**src/shared/pci_addon_regs.svh**
```systemverilog
`ifndef PCI_ADDON_REGS_SVH
`define PCI_ADDON_REGS_SVH
// Configuration offsets of the base registers (byte addresses)
`define OFS_WIN_ONE_BASE 8'h14
`define OFS_WIN_TWO_BASE 8'h18
`define OFS_INT_IO_BASE 8'h1C
`define OFS_INT_MEM_BASE 8'h20
// Field positions and hardwired values
`define WIN_BASE_LSB 21
`define WIN_PREF_VALUE 21'h00_0008
`define WIN_MASKED_LSB 21
`define WIN_MASKED_MSB 27
`define MASK_FIELD_LSB 13
`define IO_SPACE_VALUE 2'h1
`define IO_ADDR_LSB 2
`define MEM_ADDR_LSB 4
`define REG_RESET_VALUE 32'h0000_0000
`endif

```
**src/shared/pci_addon_pkg.sv**
```systemverilog
package pci_addon_pkg;
    // Kind of a PCI access seen by the decoder
    typedef enum logic [1:0] {
        ACC_CONFIG,
        ACC_MEMORY,
        ACC_IO
    } access_kind_e;
endpackage

```
**src/design/pci_addon_bar_decode_irq.sv**
```systemverilog
`timescale 1ns/1ps
`include "pci_addon_regs.svh"
// What this block does
// - Each memory-window base reads 0x8 in bits 20:0 and those bits never enter the comparison.
// - Bits 31:21 of each window base are compared with the top 11 address bits and a match claims the access.
// - Base bits 27-21 are masked by bits 19-13 of that window's own mask register before the compare.
// - Window size runs from 2 MB with no mask bits to 256 MB with all seven set.
// - A window whose base address field is all zeros is disabled and claims nothing.
// - The interrupt I/O base reads 01 in bits 1:0 to advertise I/O space.
// - Bits 31:2 of the interrupt I/O base hold the I/O address of the interrupt register.
// - The interrupt memory base reads zero in bits 3:0 to advertise memory space.
// - Bits 31:4 of the interrupt memory base give a memory address reaching the same interrupt register.
// - The interrupt register reads the INTA# pending state in bit 0 and zero above.
// - The interrupt register is decoded at the address held in the I/O base.
// - Reading the interrupt bit of the local enable register returns the pending bit.
// - Any write to bit 0 of the interrupt register negates INTA#, unless a local set arrives in the same cycle.
// - Window bases become host-writable only after configuration done and both reset to zero.
module pci_addon_bar_decode_irq #(
    parameter int MASK_BITS = 7
) (
    input wire logic sys_clk,
    input wire logic rst,
    input wire logic clk_en,
    // Register access from the PCI target engine (same clock)
    input wire logic acc_valid,
    input wire pci_addon_pkg::access_kind_e acc_kind,
    input wire logic acc_write,
    input wire logic [31:0] acc_addr,
    input wire logic [3:0] acc_byte_en,
    input wire logic [31:0] acc_wdata,
    output logic [31:0] acc_rdata_ff,
    output logic acc_claim_ff,
    // Address claim probe for target data phases
    input wire logic [31:0] probe_addr,
    output logic win_one_hit_ff,
    output logic win_two_hit_ff,
    // Mask fields of the two target address window registers
    input wire logic [MASK_BITS-1:0] win_one_mask,
    input wire logic [MASK_BITS-1:0] win_two_mask,
    // Local side controls
    input wire logic config_done,
    input wire logic local_int_set,
    output logic local_int_bit_ff,
    output logic inta_oe_ff
);
    localparam int BASE_W = 32 - `WIN_BASE_LSB;

    // Host-programmed state
    logic [BASE_W-1:0] win_base_ff [2];
    logic [31:`IO_ADDR_LSB] io_addr_ff;
    logic [31:`MEM_ADDR_LSB] mem_addr_ff;
    logic int_pending_ff;

    // Decode terms, all combinational on this clock
    logic [BASE_W-1:0] win_mask [2];
    logic [1:0] probe_hit;
    logic [31:0] win_read [2];
    logic io_hit;
    logic mem_hit;
    logic cfg_rd;
    logic cfg_wr;
    logic int_wr;

    // Next answer towards the target engine
    logic [31:0] nxt_rdata;
    logic nxt_claim;

    // Mask bit i sits over base bit 21+i; the top base bits always compare
    assign win_mask[0] = {{(BASE_W - MASK_BITS){1'b0}}, win_one_mask};
    assign win_mask[1] = {{(BASE_W - MASK_BITS){1'b0}}, win_two_mask};

    // Per-window compare; mask bits widen the window
    for (genvar w = 0; w < 2; w++) begin : g_win
        logic [BASE_W-1:0] care;
        assign care = ~win_mask[w];
        // Low 21 bits never compared, they are the fixed pref field
        assign probe_hit[w] = (win_base_ff[w] != '0) &&
            (((probe_addr[31:`WIN_BASE_LSB] ^ win_base_ff[w]) & care)
             == '0);
        assign win_read[w] = {win_base_ff[w], `WIN_PREF_VALUE};
    end

    // Interrupt register decode through both bases
    assign io_hit = acc_kind == pci_addon_pkg::ACC_IO &&
        acc_addr[31:`IO_ADDR_LSB] == io_addr_ff;
    assign mem_hit = acc_kind == pci_addon_pkg::ACC_MEMORY &&
        acc_addr[31:`MEM_ADDR_LSB] == mem_addr_ff;
    assign cfg_rd = acc_valid && !acc_write &&
        acc_kind == pci_addon_pkg::ACC_CONFIG;
    assign cfg_wr = acc_valid && acc_write &&
        acc_kind == pci_addon_pkg::ACC_CONFIG && acc_byte_en == 4'hF;
    assign int_wr = acc_valid && acc_write && acc_byte_en[0] &&
        (io_hit || mem_hit);

    // Read mux; unmapped config offsets read zero
    always_comb begin
        nxt_rdata = 32'h0000_0000;
        nxt_claim = 1'b0;
        if (acc_valid && (io_hit || mem_hit)) begin
            nxt_claim = 1'b1;
            if (!acc_write) begin
                nxt_rdata = {31'h0000_0000, int_pending_ff};
            end
        end else if (cfg_rd) begin
            unique case (acc_addr[7:0])
                `OFS_WIN_ONE_BASE: nxt_rdata = win_read[0];
                `OFS_WIN_TWO_BASE: nxt_rdata = win_read[1];
                `OFS_INT_IO_BASE:
                    nxt_rdata = {io_addr_ff, `IO_SPACE_VALUE};
                `OFS_INT_MEM_BASE:
                    nxt_rdata = {mem_addr_ff, 4'h0};
                default: nxt_rdata = 32'h0000_0000;
            endcase
        end
    end

    // Read data, held until the next enabled edge
    always_ff @(posedge sys_clk or posedge rst) begin
        if (rst) begin
            acc_rdata_ff <= `REG_RESET_VALUE;
        end else if (clk_en) begin
            acc_rdata_ff <= nxt_rdata;
        end
    end

    // Claim flag; config space is answered but never claimed here
    always_ff @(posedge sys_clk or posedge rst) begin
        if (rst) begin
            acc_claim_ff <= 1'b0;
        end else if (clk_en) begin
            acc_claim_ff <= nxt_claim;
        end
    end

    // Window one claim, one cycle after the probe address
    always_ff @(posedge sys_clk or posedge rst) begin
        if (rst) begin
            win_one_hit_ff <= 1'b0;
        end else if (clk_en) begin
            win_one_hit_ff <= probe_hit[0];
        end
    end

    // Window two claim, masked by its own register only
    always_ff @(posedge sys_clk or posedge rst) begin
        if (rst) begin
            win_two_hit_ff <= 1'b0;
        end else if (clk_en) begin
            win_two_hit_ff <= probe_hit[1];
        end
    end

    // Window bases locked until local configuration completes
    always_ff @(posedge sys_clk or posedge rst) begin
        if (rst) begin
            win_base_ff[0] <= '0;
            win_base_ff[1] <= '0;
        end else if (clk_en && cfg_wr && config_done) begin
            if (acc_addr[7:0] == `OFS_WIN_ONE_BASE) begin
                win_base_ff[0] <= acc_wdata[31:`WIN_BASE_LSB];
            end
            if (acc_addr[7:0] == `OFS_WIN_TWO_BASE) begin
                win_base_ff[1] <= acc_wdata[31:`WIN_BASE_LSB];
            end
        end
    end

    // Interrupt register I/O address; zero still decodes address zero
    always_ff @(posedge sys_clk or posedge rst) begin
        if (rst) begin
            io_addr_ff <= '0;
        end else if (clk_en && cfg_wr) begin
            if (acc_addr[7:0] == `OFS_INT_IO_BASE) begin
                io_addr_ff <= acc_wdata[31:`IO_ADDR_LSB];
            end
        end
    end

    // Interrupt register memory address, a second path to the same flag
    always_ff @(posedge sys_clk or posedge rst) begin
        if (rst) begin
            mem_addr_ff <= '0;
        end else if (clk_en && cfg_wr) begin
            if (acc_addr[7:0] == `OFS_INT_MEM_BASE) begin
                mem_addr_ff <= acc_wdata[31:`MEM_ADDR_LSB];
            end
        end
    end

    // Pending flag: a local set in the clear cycle wins, not lost
    always_ff @(posedge sys_clk or posedge rst) begin
        if (rst) begin
            int_pending_ff <= 1'b0;
        end else if (clk_en) begin
            if (local_int_set) begin
                int_pending_ff <= 1'b1;
            end else if (int_wr) begin
                int_pending_ff <= 1'b0;
            end
        end
    end

    // INTA# drive; a set bypasses the flag so the pin rises one edge sooner
    always_ff @(posedge sys_clk or posedge rst) begin
        if (rst) begin
            inta_oe_ff <= 1'b0;
        end else if (clk_en) begin
            inta_oe_ff <= int_pending_ff || local_int_set;
        end
    end

    // Local enable-register view of the pending flag, same timing as pin
    always_ff @(posedge sys_clk or posedge rst) begin
        if (rst) begin
            local_int_bit_ff <= 1'b0;
        end else if (clk_en) begin
            local_int_bit_ff <= int_pending_ff || local_int_set;
        end
    end
endmodule

```
**config.mk**
```make
export PLATFORM = sky130hd
export DESIGN_NAME = pci_addon_bar_decode_irq
export DESIGN_NICKNAME = d
export VERILOG_FILES = /design/src/shared/pci_addon_pkg.sv /design/src/design/pci_addon_bar_decode_irq.sv
export VERILOG_INCLUDE_DIRS = /design/src /design/src/shared
export SDC_FILE = /design/constraint.sdc
export NUM_CORES = 1
export LEC_CHECK = 0
export BUFFER_PORTS_ARGS = -buffer_cell sky130_fd_sc_hd__buf_2
export CAP_MARGIN = 20
export CORE_AREA = 2 2 107 130
export CTS_CLUSTER_DIAMETER = 200
export DETAILED_ROUTE_END_ITERATION = 10
export DIE_AREA = 0 0 109 132
export HOLD_SLACK_MARGIN = 0.1
export PLACE_DENSITY = 0.7
export REMOVE_ABC_BUFFERS = 1
export SLEW_MARGIN = 5
export SYNTH_ARGS = -nofsm -noshare
export SYNTH_HDL_FRONTEND = slang
export SYNTH_SLANG_ARGS = --single-unit
export TNS_END_PERCENT = 5
```
**constraint.sdc**
```tcl
create_clock -name sys_clk -period 10.4 [get_ports sys_clk]
set_input_delay 1.04 -clock sys_clk [delete_from_list [all_inputs] [get_ports sys_clk]]
set_output_delay 1.04 -clock sys_clk [all_outputs]
set_load 0.01 [all_outputs]
```
After elaboration in Yosys (flattened, before gate mapping)
Index checks and enable logic that the tools add are counted.
Word-level totals
  flip-flop bits (word level): 117
  output and inout bits: 37
  logic and storage cells: 60
Operators by class
  muxes and demuxes: 7
  reduce and logical (&&, ||, !) cells: 28
  bitwise gates (word level): 6
  eq/ne operators: 9
Operators by type and width (count)
  $pmux 32 s4: 1
  $mux 32: 2
  $eq 30x30->1: 1
  $eq 28x28->1: 1
  $eq 8x5->1 const B: 3
  $and 11x11->11: 2
  $logic_not 11->1: 2
  $not 7->11: 2
  $reduce_bool 11->1: 2
  $xor 11x11->11: 2
  $logic_and 1x1->1: 14
  $reduce_and 2->1: 5
  $eq 8x6->1 const B: 1
  $eq 4x4->1 const B: 1
  $mux 1: 4
  $eq 2x1->1 const B: 1
  $eq 2x2->1 const B: 1
  $logic_not 2->1: 1
  $logic_or 1x1->1: 2
  $reduce_bool 2->1: 1
  $logic_not 1->1: 1

Logic depth before layout (Yosys ltp)
  word-level depth: 6
  depth in mapped cells: 7

Least setup slack after synthesis
No wires, ideal clock.
  kind: input -> register
  start: in acc_addr[6]
  end: reg win_base_ff[11] (netlist name)
  slack: 7.863 ns
  buffers on the path: 1
  cell stages on the path: 5
  library setup time: 0.125 ns
  data arrival time: 2.412 ns
  path through: or4_4 > nor4_4 > nand3_1 > buf_4 > mux2_2
Between the ends
  word-level cells in the longest chain between the ends: 2
RTL lines
  from (decl): line pci_addon_bar_decode_irq.sv:28  | input wire logic [31:0] acc_addr,
  $eq 8x5->1
  $reduce_and 2->1 (no source line)
  to (decl): line pci_addon_bar_decode_irq.sv:49  | logic [BASE_W-1:0] win_base_ff [2];
Every way passes these cells.
A chain may end at the register's enable or synchronous reset.

Worst setup path after layout
  start: in acc_addr[6]
  end: reg win_base_ff[14] (netlist name)
The elaborated chain is that of the path after synthesis.

==> out/summary.txt <==
Outcome -> finished, final reports clean
Final Cycle Share -> 33.3%
Synth Instances -> 500
Largest family of logic cells by synthesized area -> multiplexers
Die Area -> 0.0144 mm2
IO buf count -> 135
IO Count -> 160
TritonCTS clock tree -> built
Main synth FF type -> dfrtp_1
Peak Freq -> 289 MHz
Fin Clk Skew -> 0.0115 ns
Critical path startpoint category -> input port
Mapped Avg Cell Area -> 11.7 um2
Avg Vias per Cell -> 5.57
FF-to-FF End -> int_pending_ff
Multiplexer area fraction after synthesis -> 15.4%
Fin nets -> 760
Fin worst setup slack -> 6.94 ns
Tightest Hold Check Type -> register to register
Design area -> 0.00734 mm2
Simple-gate area share of the yosys netlist -> 7.11%
Layout cell share with drive strength beyond 1 -> 39.8%
Compound-Gate Fraction of Synth Area -> 11.4%
Die Wd -> 109 um
Worst slew margin -> 33.4%
CTS Buf Count -> 17
Final TNS setup -> 0 ns
End point of the critical path -> win_base_ff[14]
Post-Synth XOR/XNOR Area -> 11.7%
Vias in the first global route -> 4,823
Initial Utilization -> 44.7%
Post-synth EDFFs -> 0
Post-route DRC -> 0
Slew @ Worst Pin -> 0.996 ns
Crit end category -> register
R2R setup slack -> 8.69 ns
Placed Instance Area -> 0.00665 mm2
H-tree depth -> 4
Hold Vio Cnt, Final -> 0
GRT overflow -> 0
DRT iter0 DRCs -> 270
CORE AREA -> 0.0131 mm2
Synth Register Bits -> 116
Min Tclk post-route -> 3.46 ns
# diodes -> 0
Setup Fix Bufs, Post-CTS -> 0
CTS Hold Buffers Added -> 0
PwrDens -> 160 mW/mm2
CTS Buffer Depth -> 2
Post-cts sizing count -> 0
Cell variety after synth -> 38
Latest clock arrival within the worst-skew pair -> 0.41 ns
Peak VDD IR -> 0.0696 mV
Vias post-DR -> 4,553
Post-synthesis adder-cell area fraction -> 0%
Final ANT Viol Nets -> 0
Synthesis-to-layout area growth -> 25.6%
Synthesized cell area -> 0.00584 mm2
Final Max Slew Viols -> 0
Largest area contributor in the netlist -> dfrtp_1
Synth top area cells -> dfrtp_1 50%, mux2_2 15%, xnor2_1 11%
Crit path max fanout -> 12
Clock root buffer master -> clkbuf_16
Sequential share of the synthesized area -> 49.7%
RSZ-0062 raised after global routing -> false
Drt wl/cell -> 19.6 um
Setup Viol. Count Final -> 0
DP HPWL -> 11,100 um
Hold_ws -> 0.523 ns
Critical Path AT -> 3.76 ns
Synth warn -> 0
WP data required -> 10.69 ns
Cell Rows -> 46
R2r startpoint -> io_addr_ff[27]
CP Class -> input port to register
Top cell type's share of synthesized area -> 49.7%
Max Cap Viol -> 0
GRT Total Usage -> 23.4%
Reg clk slew, reported paths -> 0.05 ns
Fillcell total -> 1,128
Initial antenna violation count -> 0
GP Congestion -> 0.871
Worst setup path start -> acc_addr[6]
P_leak -> 3.42 nW
DRT Pass-1 Iters -> 4
Clock tree sinks -> 116
Setup WS pre-CTS -> 6.53 ns
First-pass GRT wire length -> 25,400 um
WL final -> 16,100 um
Largest net degree at the start of global routing -> 80
Worst r2r path cells -> 5
Die height -> 132 um
FFs w/ async S/R, synth -> 100%
cell usage after synthesis (all sizes together), types with 2 or more instances:
library cell and count:
a21o 2, a22o 23, a22oi 18, a31oi 2
buf 18, clkbuf 6, dfrtp 116, inv 37
mux2 80, nand2 6, nand3 5, nand4 14
nor2 23, nor2b 2, nor3 2, nor4 13
o2111ai 3, o21ai 6, o22ai 36, xnor2 72
xor2 6
state kept, by name (all words and copies together), names as in the netlist, 22 cells and up:
register,cells
acc_rdata_ff,31
mem_addr_ff,28
io_addr_ff,30
win_base_ff,22
worst min path at each step:
stage | slack, ns | endpoint | cells after the start | startpoint
final | 0.52 | acc_rdata_ff[18] | 2 | acc_rdata_ff[18]
after global routing | 0.54 | acc_rdata_ff[17] | 2 | acc_rdata_ff[17]
after CTS | 0.53 | acc_rdata_ff[18] | 2 | acc_rdata_ff[18]
after detailed placement | 0.52 | acc_rdata_ff[2] | 2 | acc_rdata_ff[2]
after global placement | 0.51 | acc_rdata_ff[19] | 2 | acc_rdata_ff[19]
after floorplan | 0.49 | int_pending_ff | 1 | int_pending_ff
critical path: stages:
cell and delay, ns:
buf_2 0.13, or4_4 0.60, nor4_4 0.75, nand3_1 0.73, mux2_2 0.49
cell usage in the layout, fill, tap and decap left out, types with 2 or more instances in the layout:
master	count
inv_1	36
o2111ai_1	3
dfrtp_1	116
a31oi_1	2
nor4_1	11
nor2_1	23
nand2_1	5
a21o_1	2
buf_2	135
buf_4	6
nand4_1	14
a22oi_1	18
xnor2_1	72
mux2_2	80
clkbuf_1	2
clkinv_2	3
clkbuf_16	17
nor2b_1	2
o21ai_0	6
a22o_1	23
clkbuf_8	4
bufinv_16	5
nand3_1	5
o22ai_1	36
xor2_1	6
power breakdown:
group | leakage, nW | switching, W | internal [W]
Clock | 0.323 | 0.000203 | 0.000449
Combinational | 1.49 | 0.0000393 | 0.0000286
Sequential | 1.61 | 0.000000231 | 0.000452
layout make-up:
cell class / count / area (um2) / share of cell area (%)
sequential: 116 / 2900 / 39.6
multi-input combinational: 323 / 2670 / 36.4
timing repair buffer: 142 / 748 / 10.2
clock buffer: 23 / 488 / 6.65
tap: 168 / 210 / 2.87
clock inverter: 9 / 173 / 2.35
inverter: 37 / 141 / 1.93
layer usage:
layer	GRT usage [%]	share of wire, %	vias to the layer above
met5	0	0	-
met4	9.33	2.3	0
met3	4.89	6.0	30
met2	39.0	50	174
met1	29.5	42	2268
li1	-	-	2081
stage by stage:
stage | utilization (%) | std cells | power (W)
3_5_place_dp | 50.9 | 785 | 0.000527
6_report | 56.1 | 818 | 0.00117
3_3_place_gp | 50.9 | 785 | 0.000525
5_1_grt | 56.1 | 818 | 0.00120
2_1_floorplan | - | 476 | 0.000487
4_1_cts | 55.9 | 817 | 0.00118
cells by family after synthesis:
logic type,count (synthesis)
DFF,116
AOI/OAI and AO/OA,92
muxes,80
xor gates and xnor gates,78
and+or+nand+nor,72
buffers and inverters,61
other,1
Note: power is estimated with default switching activity, not from simulation.
